$ cat src/abx_consts.vh
// Constants for the arithmetic, bit and branch execution block
`ifndef ABX_CONSTS_VH
`define ABX_CONSTS_VH
`define ABX_OP_ADD 3'h0
`define ABX_OP_ADDC 3'h1
`define ABX_OP_ASR 3'h2
`define ABX_OP_BCLR 3'h3
`define ABX_OP_BTSZ 3'h4
`define ABX_OP_BRA 3'h5
`define ABX_DEST_ACC 1'h0
`define ABX_DEST_FILE 1'h1
`define ABX_ADDR_W 7
`define ABX_PC_W 15
`define ABX_OFS_W 9
`define ABX_BIT_C 0
`define ABX_BIT_DC 1
`define ABX_BIT_Z 2
`define ABX_ACC_RST 8'h00
`define ABX_FLAGS_RST 3'h0
`define ABX_PC_RST 15'h0000
`define ABX_ST_EXEC 1'h0
`define ABX_ST_FLUSH 1'h1
`endif

$ cat src/abx_alu.v
// Combinational adder and shifter with flag generation
`timescale 1ns/10ps
module abx_alu (
	a,
	b,
	cin,
	shift,
	res,
	c_out,
	dc_out,
	z_out
);
	input wire [7:0] a;
	input wire [7:0] b;
	input wire cin;
	input wire shift;
	output reg [7:0] res;
	output reg c_out;
	output reg dc_out;
	output reg z_out;
	reg [4:0] lo;
	reg [4:0] hi;
	always @* begin
		lo = {1'b0, a[3:0]} + {1'b0, b[3:0]} + {4'h0, cin};
		hi = {1'b0, a[7:4]} + {1'b0, b[7:4]} + {4'h0, lo[4]};
		if (shift) begin
			res = {b[7], b[7:1]};
			c_out = b[0];
			dc_out = 1'b0;
		end else begin
			res = {hi[3:0], lo[3:0]};
			c_out = hi[4];
			dc_out = lo[4];
		end
		z_out = (res == 8'h00);
	end
endmodule // abx_alu

$ cat src/abx_exec.v
// Execution unit for add, add with carry, arithmetic shift, bit clear, bit test skip and relative jump
//
// Contract
// - Add accumulator and file, update C, DC, Z
// - Destination bit picks accumulator or file
// - Add with carry includes current carry flag
// - Shift right, old bit 0 into carry
// - Shift keeps sign bit unchanged
// - Bit clear zeroes one bit, flags untouched
// - Skip next instruction when tested bit zero
// - Jump to incremented PC plus signed offset
// - Jump takes two cycles; no flag changes
`timescale 1ns/10ps
`include "abx_consts.vh"
module abx_exec #(
	parameter ADDR_W = `ABX_ADDR_W,
	parameter PC_W = `ABX_PC_W
) (
	clk,
	rst_n,
	instr_valid,
	op,
	file_addr,
	dest_sel,
	bit_sel,
	jump_ofs,
	pc_in,
	file_rdata,
	acc,
	carry_flag,
	half_carry_flag,
	zero_flag,
	file_we,
	file_waddr,
	file_wdata,
	pc_load,
	pc_target,
	discard_next,
	busy
);
	input wire clk;
	input wire rst_n;
	input wire instr_valid;
	input wire [2:0] op;
	input wire [ADDR_W-1:0] file_addr;
	input wire dest_sel;
	input wire [2:0] bit_sel;
	input wire [`ABX_OFS_W-1:0] jump_ofs;
	input wire [PC_W-1:0] pc_in;
	input wire [7:0] file_rdata;
	output wire [7:0] acc;
	output wire carry_flag;
	output wire half_carry_flag;
	output wire zero_flag;
	output wire file_we;
	output wire [ADDR_W-1:0] file_waddr;
	output wire [7:0] file_wdata;
	output wire pc_load;
	output wire [PC_W-1:0] pc_target;
	output wire discard_next;
	output wire busy;

	////////////////////////////////////////////////////////////////////////////////
	reg [7:0] acc_r;
	reg [7:0] acc_nxt;
	reg [2:0] flags_r;
	reg [2:0] flags_nxt;
	reg file_we_r;
	reg file_we_nxt;
	reg [ADDR_W-1:0] file_waddr_r;
	reg [7:0] file_wdata_r;
	reg [7:0] file_wdata_nxt;
	reg pc_load_r;
	reg pc_load_nxt;
	reg [PC_W-1:0] pc_target_r;
	reg [PC_W-1:0] pc_target_nxt;
	reg discard_r;
	reg discard_nxt;
	reg state_r;
	reg state_nxt;
	wire [7:0] alu_res;
	wire alu_c;
	wire alu_dc;
	wire alu_z;
	wire is_shift;
	wire use_carry;
	wire [PC_W-1:0] ofs_ext;

	// Machine states, kept as localparams so the case reads by name
	localparam ST_EXEC = `ABX_ST_EXEC;
	localparam ST_FLUSH = `ABX_ST_FLUSH;

	////////////////////////////////////////////////////////////////////////////////
	// Mask with only the selected bit set; bit clear and bit test share it
	function [7:0] bit_mask;
		input [2:0] idx;
		begin
			bit_mask = 8'h01 << idx;
		end
	endfunction

	// Target of the relative jump; wraps at the top of the program space
	function [PC_W-1:0] jump_dest;
		input [PC_W-1:0] pc;
		input [PC_W-1:0] ofs;
		begin
			jump_dest = pc + {{(PC_W-1){1'b0}}, 1'b1} + ofs;
		end
	endfunction

	assign is_shift = (op == `ABX_OP_ASR);
	assign use_carry = (op == `ABX_OP_ADDC) & flags_r[`ABX_BIT_C];
	// Sign extension lets one adder cover both jump directions
	assign ofs_ext = {{(PC_W-`ABX_OFS_W){jump_ofs[`ABX_OFS_W-1]}}, jump_ofs};

	abx_alu u_alu (
		.a(acc_r),
		.b(file_rdata),
		.cin(use_carry),
		.shift(is_shift),
		.res(alu_res),
		.c_out(alu_c),
		.dc_out(alu_dc),
		.z_out(alu_z)
	);

	////////////////////////////////////////////////////////////////////////////////
	always @* begin
		acc_nxt = acc_r;
		flags_nxt = flags_r;
		file_we_nxt = 1'b0;
		file_wdata_nxt = file_wdata_r;
		pc_load_nxt = 1'b0;
		pc_target_nxt = pc_target_r;
		discard_nxt = 1'b0;
		state_nxt = ST_EXEC;
		case (state_r)
		ST_FLUSH: begin
			// Second cycle runs as a no-operation; requests are ignored here
			state_nxt = ST_EXEC;
		end
		default: begin
			if (instr_valid) begin
				case (op)
				`ABX_OP_ADD, `ABX_OP_ADDC, `ABX_OP_ASR: begin
					if (dest_sel == `ABX_DEST_FILE) begin
						file_we_nxt = 1'b1;
						file_wdata_nxt = alu_res;
					end else begin
						acc_nxt = alu_res;
					end
					flags_nxt[`ABX_BIT_C] = alu_c;
					flags_nxt[`ABX_BIT_Z] = alu_z;
					if (!is_shift) begin
						flags_nxt[`ABX_BIT_DC] = alu_dc;
					end
				end
				`ABX_OP_BCLR: begin
					file_we_nxt = 1'b1;
					file_wdata_nxt = file_rdata & ~bit_mask(bit_sel);
				end
				`ABX_OP_BTSZ: begin
					if ((file_rdata & bit_mask(bit_sel)) == 8'h00) begin
						discard_nxt = 1'b1;
						state_nxt = ST_FLUSH;
					end
				end
				`ABX_OP_BRA: begin
					pc_load_nxt = 1'b1;
					pc_target_nxt = jump_dest(pc_in, ofs_ext);
					state_nxt = ST_FLUSH;
				end
				default: begin
					state_nxt = ST_EXEC;
				end
				endcase
			end
		end
		endcase
	end

	////////////////////////////////////////////////////////////////////////////////
	always @(posedge clk or negedge rst_n) begin
		if (!rst_n) begin
			acc_r <= `ABX_ACC_RST;
			flags_r <= `ABX_FLAGS_RST;
			file_we_r <= 1'b0;
			file_waddr_r <= {ADDR_W{1'b0}};
			file_wdata_r <= 8'h00;
			pc_load_r <= 1'b0;
			pc_target_r <= `ABX_PC_RST;
			discard_r <= 1'b0;
			state_r <= ST_EXEC;
		end else begin
			acc_r <= acc_nxt;
			flags_r <= flags_nxt;
			file_we_r <= file_we_nxt;
			// Address is captured only for an accepted request, so it stands with the write pulse
			if (instr_valid && state_r == ST_EXEC) begin
				file_waddr_r <= file_addr;
			end
			file_wdata_r <= file_wdata_nxt;
			pc_load_r <= pc_load_nxt;
			pc_target_r <= pc_target_nxt;
			discard_r <= discard_nxt;
			state_r <= state_nxt;
		end
	end

	assign acc = acc_r;
	assign carry_flag = flags_r[`ABX_BIT_C];
	assign half_carry_flag = flags_r[`ABX_BIT_DC];
	assign zero_flag = flags_r[`ABX_BIT_Z];
	assign file_we = file_we_r;
	assign file_waddr = file_waddr_r;
	assign file_wdata = file_wdata_r;
	assign pc_load = pc_load_r;
	assign pc_target = pc_target_r;
	assign discard_next = discard_r;
	// Busy marks the no-operation cycle so fetch holds off
	assign busy = state_r;
endmodule // abx_exec

$ cat config.mk
export PLATFORM = sky130hd
export DESIGN_NAME = abx_exec
export DESIGN_NICKNAME = d
export VERILOG_FILES = /design/src/abx_alu.v /design/src/abx_exec.v
export VERILOG_INCLUDE_DIRS = /design/src /design/src/src
export SDC_FILE = /design/constraint.sdc
export NUM_CORES = 1
export LEC_CHECK = 0
export BUFFER_PORTS_ARGS = -buffer_cell sky130_fd_sc_hd__buf_2
export CORE_MARGIN = 4
export CORE_UTILIZATION = 25
export DETAILED_ROUTE_END_ITERATION = 8
export PLACE_DENSITY = 0.52
export SETUP_SLACK_MARGIN = 0.3
export SLEW_MARGIN = 10
export SYNTH_ARGS = -nofsm -noshare
export SYNTH_HDL_FRONTEND = slang
export SYNTH_SLANG_ARGS = --single-unit
$ cat constraint.sdc
create_clock -name clk -period 5.15 [get_ports clk]
set_clock_uncertainty 0.15 [all_clocks]
set_input_delay 1.03 -clock clk [delete_from_list [all_inputs] [get_ports clk]]
set_output_delay 1.03 -clock clk [all_outputs]
set_load 0.03 [all_outputs]
# After elaboration in Yosys (flattened, before gate mapping)
# Index checks and enable logic that the tools add are counted.
# classes
n_mux	18
add_sub_neg	6
eq_ne	6
shifts	1
n_bitwise	7
n_reduce_logical	11
# op_table
op	n
8-bit bitwise AND	2
8-bit zero test	2
8-bit two-way mux	2
8-bit one-hot mux with 2 select lines	1
15-bit by 1-bit adder with 15-bit output (second input constant)	1
15-bit adder	1
1-bit two-way mux	13
4-bit AND reduction	3
4-bit by 4-bit adder with 5-bit output	2
5-bit by 1-bit adder with 5-bit output	2
8-bit inverter	1
1-bit by 3-bit left shift with 8-bit output (first input constant)	1
3-bit by 2-bit equality test with 1-bit output (second input constant)	2
3-bit equality test (second input constant)	2
3-bit AND reduction	2
1-bit one-hot mux with 2 select lines	2
3-bit by 1-bit equality test with 1-bit output (second input constant)	1
3-bit zero test	1
1-bit inverter	3
3-bit OR reduction	1
2-bit inequality test (second input constant)	1
2-bit nonzero test	1
1-bit bitwise AND	1
1-bit logical AND	1
# word_totals
regBits	45
in_bits	49

# Depth between registers and ports, before layout
# Gate-level depths: netlist (run 1).
# depth
ltp_word	7
ltp_mapped	16
mapped_depth_nobuf	15

# Modules after synthesis
# A second synthesis (run 1) with hierarchy kept.
# unflattened
cells_unflattened	333
hier_area_um2	3032.9
# modules_own_cells
mod	area_each_um2	cells_each	n_inst	seq_area_each_um2
abx_exec	2560.0	272	1	1126.1
abx_alu	473.0	61	1	0.0

# Worst setup path before layout (run 1)
# Ideal clock, no wire load.
# synth_timing
path_kind	input -> register
startpoint	in op[1]
endpoint	reg flags_r[2]
setup_slack_ns	0.700
path_buffers	1
arrival_ns	4.196
path_stages	15
setup_time_ns	0.103
cell_sequence	buf_6 -> nor2_1 -> and3_1 -> fa_1 -> fa_1 -> a21o_1 -> a21oi_1 -> inv_1 -> fa_1 -> inv_1 -> fa_1 -> or4b_2 -> nor3_1 -> o21ai_1 -> o41ai_2
# synth_via
elab_chain_cells	6
word_cells_on_any_way	10
cone_classes	add/sub (2); eq/ne (2); mux (1); bitwise (1); reduce/logical (4)
# synth_rtl
element	line_no	text
start: declaration	abx_exec.v:44	input wire [2:0] op;
3-bit by 1-bit equality test with 1-bit output	-	
1-bit bitwise AND	abx_exec.v:112	assign use_carry = (op == `ABX_OP_ADDC) & flags_r[`ABX_BIT_C];
5-bit by 1-bit adder with 5-bit output	abx_alu.v:24	lo = {1'b0, a[3:0]} + {1'b0, b[3:0]} + {4'h0, cin};
via alu_dc	abx_exec.v:83	wire alu_dc;
5-bit by 1-bit adder with 5-bit output	abx_alu.v:25	hi = {1'b0, a[7:4]} + {1'b0, b[7:4]} + {4'h0, lo[4]};
8-bit two-way mux	abx_alu.v:26	if (shift) begin
8-bit zero test	abx_alu.v:35	z_out = (res == 8'h00);
end signal: assignment	abx_exec.v:186	flags_r <= `ABX_FLAGS_RST;
end signal: assignment	abx_exec.v:196	flags_r <= flags_nxt;
end: declaration	abx_exec.v:66	reg [2:0] flags_r;
# The timed path passes the listed nets, and every way through them passes these cells.
# A chain may end at the register's enable or synchronous reset.

# Worst setup path in the final report (run 1)
# Same ends and word-level chain as after synthesis.

==> out/summary.md, run 1 <==
The flow ran to the end, and the final reports show no timing, DRC or antenna violations. The count of antenna-violating nets left after detailed routing is 0, and the total nets after synthesis is 406. The tools report the maximum number of pins on one net before global-route repair as 46. The number of filler cells placed in the layout was 1210; the data arrival at the endpoint of the critical path was 4530 ps. The initial antenna violation count is 0.

The wire length of the first global-routing pass is 14340 um. Among the stages of the critical path, the cell type that occurs most often is fa_1. Across the VDD grid, the largest voltage drop is 0.1453 mV. The initial DRC count was 72; the switching part of the total was 43.57%. The detailed router placed 2746 vias in this run. Together, buffers and inverters on the worst path number 3. The via count of the first global-routing pass is 2772, and the full die area is 13860 um2.

The logs give 1750 um2 for the area of the multi-input gates and 0 for the number of max-slew violations in the final report. Clock-pin slew was measured on the worst setup and hold paths at 70 ps. At the pin with the least slew margin, the transition time is 690.8 ps.

Pin placement for this block handled 94 I/O pins. The tool flagged a number of max-cap violations equal to 0. The longest clock path from root to sink contains 2 buffers. Global routing used 12.83% of the available tracks across all layers. After detailed routing, the number of vias per cell comes to 4.843. By area the synthesized netlist is led by dfrtp_1 (37%), ha_1 (8.3%), nand2_1 (6.7%), a21oi_1 (4.5%), fa_1 (3.3%).

The layout-stage area growth over the synthesis result was 25.31%. Summed over all layers, the routed wires come to 8679 um. The highest cell delay on the worst timing path works out to 590 ps.

The maximum fanout along the worst path was 8. The root buffer selected by CTS is clkbuf_16. For this design the static power due to leakage is 1.843 nW. TritonCTS built the clock tree.

The critical path startpoint category is a primary input. STA classifies the critical path endpoint as a register. The run gives 0.9950 mW as the internal cell power.

The Yosys step of the flow raised 0 warnings. Initial core utilization: 25.92%. The number of gates given a new drive strength after cts was 0.

Headroom to the max-slew limit came out at 53.85%. Measured along the y axis, the die boundary spans 117.7 um. In the final layout, flip-flops and latches occupy 1126 um2. The count of different cell masters after synthesis was 58. The cell area power density works out to 467.4 nW/um2. The post-synthesis area per instance works out to 9.067 um2. The average wire per cell in the routed design is 15.31 um, and the count of buffers added by post-CTS timing repair for setup is 0.

The register bit count reported by yosys is 45. The later pin in the worst-skew pair is clocked with a latency of 300 ps. Counting instances in the post-synthesis netlist gives the leading cell types as nand2_1 (54), dfrtp_1 (45), a21oi_1 (27), nor2_1 (24).

The synthesized design devotes to its leading area cell type 37.41% of total area. The kind of cell with the highest combined delay along the critical path is adder cells. Synthesis produced 332 cells. Setup repair after global routing left no endpoint under its margin. The final critical path takes up 87.05% of the cycle.

Final count of hold timing violations: 0. In this run the core area contains 39 standard-cell rows. The worst setup path is of the in2reg kind. The post-route netlist has 29.48% of its cells at a drive strength greater than 1. The pre-antenna-repair detailed-routing pass consisted of 5 iterations. nand2_1 is the most common cell in the netlist.

The number of I/O port buffers is 93, and the x dimension of the die is 117.7 um. Summed over all nets, the switching power comes to 0.7682 mW. The H-tree generated during clock tree synthesis spans 2 levels.

Largest area contributor in the synthesized netlist: dfrtp_1. The number of instances in the placed design is 559, and the number of setup violations in the final report is 0. TritonCTS created 5 clock buffers. The core region is 11610 um2. The congestion estimate from routability-driven global placement came to 0.8938. The aggregate global routing overflow is 0. Walking the worst path, the cells encountered are buf_2 > nor2_1 > and3_1 > fa_1 > fa_1 > a21o_1 > a21oi_1 > inv_1 > fa_1 > inv_1 > fa_1 > or4b_2 > nor3_1 > o21ai_1 > o41ai_2. At the worst endpoint, the required time is 5200 ps.

The logs give 3010 um2 for the combined area of all synthesized cells and 0.2230 GHz for the highest clock rate. Summed over all failing endpoints, the final setup total negative slack is 0 ps. The cell at the slowest stage of the critical path is or4b_2. Detailed placement finished with a half-perimeter wire length of 6724 um. Sequential element share of the synthesized area: 37.41%. Sequential cells account for 30.2% of the total power. Counting flops with a built-in enable in the synthesized netlist gives 0. 0 antenna diodes ended up in the layout. The count of cells in the finished layout, fillers not included, comes to 567.

For this run, asynchronously set or reset flops after synthesis account for 100.0%. The worst min-delay path category is reg2reg. The most common flop cell mapped by yosys was dfrtp_1.

The final net count is 497. Final period demand of the worst path: 4483 ps. The count of hold-fix buffers inserted at cts is 0. The clock network burns 22.4% of the power.

The tools report the share of power burned in combinational logic as 47.4%. In the routed design, unresolved DRC markers number 0. For the total number of clock tree sinks, the log shows 45.
## worst min-delay path, delay by kind of cell (launching register included)
family	cells	cell delay, ps
DFF	1	340
and+or+nand+nor	2	100
## power groups by stage
stage,logic [mW],registers [mW],clock network [mW]
CTS,0.846,0.534,0.413
global placement,0.837,0.539,0
detailed placement,0.842,0.540,0
global route,0.930,0.548,0.426
finish,0.836,0.532,0.395
floorplan,0.367,0.747,0
## area by class of cell
cell class                      count  area share, %
Clock inverter                      2         0.9950
Multi-Input combinational cell    261          46.40
Clock buffer                        6          3.682
Tap cell                          143          4.743
Timing Repair Buffer               96          12.94
Sequential cell                    45          29.85
Inverter                           14          1.393
## cells by family after synthesis
family          share of synthesized area, %
simple gates                           18.16
compound gates                         20.24
flops                                  37.41
buf+inv                                4.447
fa+ha+maj                              11.64
mux                                    5.195
xor+xnor                               2.910
## flip-flops by register name, summed over array words and instances (netlist names)
register / flops
acc: 8
busy: 1
discard_next: 1
file_waddr: 7
file_wdata: 8
file_we: 1
flags_r: 3
pc_load: 1
pc_target: 15
## path summary, 6_finish.rpt
path,startpoint,to,slack [ps],cells after the start
worst min register to register,file_waddr[3],file_waddr[3],320,2
worst max-delay path,op[1],flags_r[2],670,15
worst min-delay path,file_waddr[3],file_waddr[3],320,2
max in group asynchronous,rst_n,pc_target[4],3720,2
min in group asynchronous,rst_n,file_wdata[5],690,2
worst max register to register,flags_r[0],flags_r[2],1250,13
## per-layer routing
| metal | vias to the layer above | global-route usage, % | part of all wire (%) |
|---|---|---|---|
| met5 | - | 0 | 0 |
| met4 | 0 | 3.810 | 1.4 |
| met3 | 10 | 4.565 | 7.9 |
| met2 | 99 | 20.09 | 44 |
| met1 | 1271 | 16.67 | 47 |
| li1 | 1366 | - | - |
## per-stage QoR
stage / util [%] / hold slack [ps] / power, mW / worst slack, ps / area, um2
global placement: 30.96 / 303.4 / 1.376 / 461.8 / 3596
detailed placement: 30.96 / 307.6 / 1.382 / 385.6 / 3596
floorplan: - / 496.2 / 1.114 / 700.4 / 3010
CTS: 32.48 / 328.7 / 1.793 / 688.6 / 3772
global route: 32.48 / 351.7 / 1.904 / 442.7 / 3772
finish: 32.48 / 323.3 / 1.763 / 666.7 / 3772
## cells in the final DEF (no fill, tap or decap), types with 2 or more instances in the layout
| cell type | instances |
|---|---|
| o21ai_0 | 20 |
| a22o_1 | 2 |
| inv_1 | 14 |
| o21a_1 | 3 |
| nor3b_1 | 2 |
| o21ai_1 | 3 |
| nand2_1 | 54 |
| nand2b_1 | 5 |
| mux2_2 | 5 |
| a211oi_1 | 3 |
| nor3_1 | 6 |
| buf_4 | 3 |
| mux2i_1 | 10 |
| a31oi_1 | 6 |
| a22oi_1 | 2 |
| fa_1 | 5 |
| xnor2_1 | 8 |
| a21oi_1 | 27 |
| nand3_1 | 5 |
| xor2_1 | 2 |
| and2b_1 | 2 |
| nor2_1 | 24 |
| buf_2 | 93 |
| o211ai_1 | 5 |
| dfrtp_1 | 45 |
| o21ai_2 | 3 |
| nand2_2 | 2 |
| a21o_1 | 4 |
| o31ai_1 | 4 |
| a21oi_2 | 2 |
| and3_1 | 3 |
| ha_1 | 20 |
| clkbuf_16 | 5 |
(Power assumes the default switching activity.)
==> run 2, diff against run 1 <==
--- a/config.mk
+++ b/config.mk
@@ -10,7 +10,7 @@
 export CORE_MARGIN = 4
 export CORE_UTILIZATION = 25
 export DETAILED_ROUTE_END_ITERATION = 8
-export PLACE_DENSITY = 0.52
+export PLACE_DENSITY = 0.45
 export SETUP_SLACK_MARGIN = 0.3
 export SLEW_MARGIN = 10
 export SYNTH_ARGS = -nofsm -noshare
==> run 2 against run 1 <==
Critical path depth stayed put. Sequential power about the same. Global-route usage fell by 0.41 points. Setup slack got worse by 40 ps.
==> out/summary.md, run 2 (synthesis gave the netlist of run 1 again) <==
The flow ran to the end, and the final reports show no timing, DRC or antenna violations. The tools report the total of max-cap violations as 0 (unchanged). The initial antenna violation count was 0 (unchanged). For the highest clock rate, the log shows 0.2211 GHz (-0.87%). The run gives 8522 um (-1.8%) as the total detailed-routing wirelength.

Met3 demand-to-capacity share in global routing: 2.883% (-1.7 points). STA classifies the critical path endpoint as a register. The logs give 0 (unchanged) for the count of buffers added by post-CTS timing repair for setup and 5190 ps (about the same) for the critical path required time.

The logs give 2 (unchanged) for the maximum level of the CTS H-tree and 5 (unchanged) for the number of buffers added by the clock tree synthesis step. The worst hold path belongs to the class reg2reg. Setup repair after global routing left no endpoint under its margin.

The critical path startpoint category is a primary input. The logs give 12.42% (-0.41 points) for the overall global routing resource usage and 559 (unchanged) for the number of instances in the placed design. The number of I/O port buffers came out at 93 (unchanged).

The maximum resistive drop on vdd is 0.1696 mV (+17%), and the placed wire-length estimate is 6576 um (-2.2%). The data arrival at the endpoint of the critical path is 4570 ps (+40 ps), and the share of the clock period used by the worst path after layout is 87.82% (+0.77 points). The run gives 0 (unchanged) as the count of hold-fix buffers inserted at cts. The final count of hold timing violations is 0 (unchanged). The CTS clock-pin slew for the worst setup and hold paths works out to 70 ps (about the same). The tools report the final core utilization as 32.30% (-0.18 points).

The final period demand of the worst path works out to 4523 ps (+39.52 ps). Maximum clock insertion buffer count: 2 (unchanged). The x dimension of the die was 117.7 um (unchanged); the slew of the pin with the lowest slew margin was 623.6 ps (-67.23 ps). The logs give 6 (+1) for the detailed-routing iteration count for the pre-antenna-repair pass and 25.92% (unchanged) for the initial core utilization. The maximum number of pins on one net before global-route repair came out at 46 (unchanged). Final net count: 497 (unchanged).

The worst slew margin relative to its limit was 58.34% (+4.5 points); the static leakage power was 1.832 nW (-0.62%). The number of vias per cell after detailed routing was 4.815 (-0.58%). Compared with the post-synthesis result, the final layout area differs by 24.61%. The logs give 1237 (+2.2%) for the number of filler cells placed in the layout and 0.7996 (-11%) for the final weighted congestion in routability-driven placement.

The standard-cell row count came out at 39 (unchanged). The library cell used most frequently in the layout, excluding fill and tap cells, is buf_2. Met2 track utilization from global routing: 20.27% (+0.18 points). The tools report the number of setup violations in the final report as 0 (unchanged). In the layout the commonest cells are buf_2 (93), nand2_1 (54), dfrtp_1 (45), a21oi_1 (27), nor2_1 (24). The run gives 13860 um2 (unchanged) as the full die area.

For the final setup TNS, the log shows 0 ps (unchanged). The final antenna diode count came out at 0 (unchanged). The overall die height is 117.7 um (unchanged), and the total chip power is 1.698 mW (-3.7%).

TritonCTS built the clock tree. The critical path in this run is classified as in2reg. The share of post-route cells with drive strength above 1 was 29.72% (+0.24 points); the final instance count without filler cells was 567 (unchanged). The number of max-slew violations in the final report was 0 (unchanged). Average wire per cell in the routed design: 15.03 um (-1.8%).

The maximum fanout along the worst path was 8 (unchanged). The root buffer cell chosen for the clock tree is clkbuf_16. The path depth of the worst reg2reg path is 13 (unchanged), and the boundary pin count is 94 (unchanged). Number of cells on the worst hold path: 2 (unchanged). The area of the core region is 11610 um2 (unchanged), and the number of flip-flops in the largest register is 15 (unchanged).

The wire length of the first global-routing pass was 14140 um (-1.4%); the via count of the first global-routing pass was 2750 (-0.79%). For the number of gates given a new drive strength after cts, the log shows 0 (unchanged). Via count of the routed design: 2730 (-0.58%). The clock network latency to the later pin of the worst-skew pair is 290 ps (about the same), and the area of the multi-input gates is 1755 um2 (+0.29%). The aggregate global routing overflow was 0 (unchanged); the final worst-path setup slack was 627.2 ps (-39.52 ps). The worst slack at placement is 331.8 ps (-53.83 ps), and the total number of clock tree sinks is 45 (unchanged). The cell area power density works out to 452.8 nW/um2 (-3.1%).

After global routing, the most crowded layer is met2. The area taken by flip-flops and latches was 1126 um2 (unchanged). The logs give 16.68% (about the same) for the routing usage on met1 and 0 (unchanged) for the count of antenna-violating nets left after detailed routing.

The initial DRC count was 110 (+53%); the number of remaining DRC errors was 0 (unchanged).
[run 2: final cells by class]
class                      count  share of cell area, %
multi-input combinational    261                  46.80
sequential                    45                  30.02
timing repair buffer          96                  13.01
tap                          143                  4.770
clock buffer                   5                  3.336
inverter                      14                  1.401
clock inverter                 3                 0.6671
[run 2: where the power goes]
| part | internal, mW | switching, mW |
|---|---|---|
| sequential | 0.460 | 0.0695 |
| clock | 0.184 | 0.157 |
| combinational | 0.292 | 0.536 |
| total | 0.936 | 0.762 |
[run 2: worst max-delay path, cell delays in order]
cell and delay (ps):
buf_2 160, nor2_1 90, and3_1 200, fa_1 400, fa_1 410, a21o_1 190
a21oi_1 240, inv_1 100, fa_1 400, inv_1 80, fa_1 170, or4b_2 580
nor3_1 160, o21ai_1 90, o41ai_2 260
[run 2: through the flow]
step,area [um2],hold WS [ps]
2_1_floorplan,3010,496.2
3_3_place_gp,3601,306.9
3_5_place_dp,3601,310.1
4_1_cts,3751,328.3
5_1_grt,3751,349.0
6_report,3751,322.7
[run 2: routing by layer]
metal / up-vias / share of wire, %
met3: 10 / 6.8
met2: 106 / 46
li1: 1360 / -
met1: 1254 / 46
met4: 0 / 1.1
met5: - / 0
[run 2: final timing paths]
| path | startpoint | to | slack, ps |
|---|---|---|---|
| worst max-delay path | op[1] | flags_r[2] | 630 |
| worst min-delay path | pc_target[1] | pc_target[1] | 320 |
| worst max register to register | flags_r[0] | flags_r[2] | 1230 |
| worst min register to register | pc_target[1] | pc_target[1] | 320 |
| max in group asynchronous | rst_n | pc_target[6] | 3740 |
| min in group asynchronous | rst_n | file_wdata[7] | 690 |
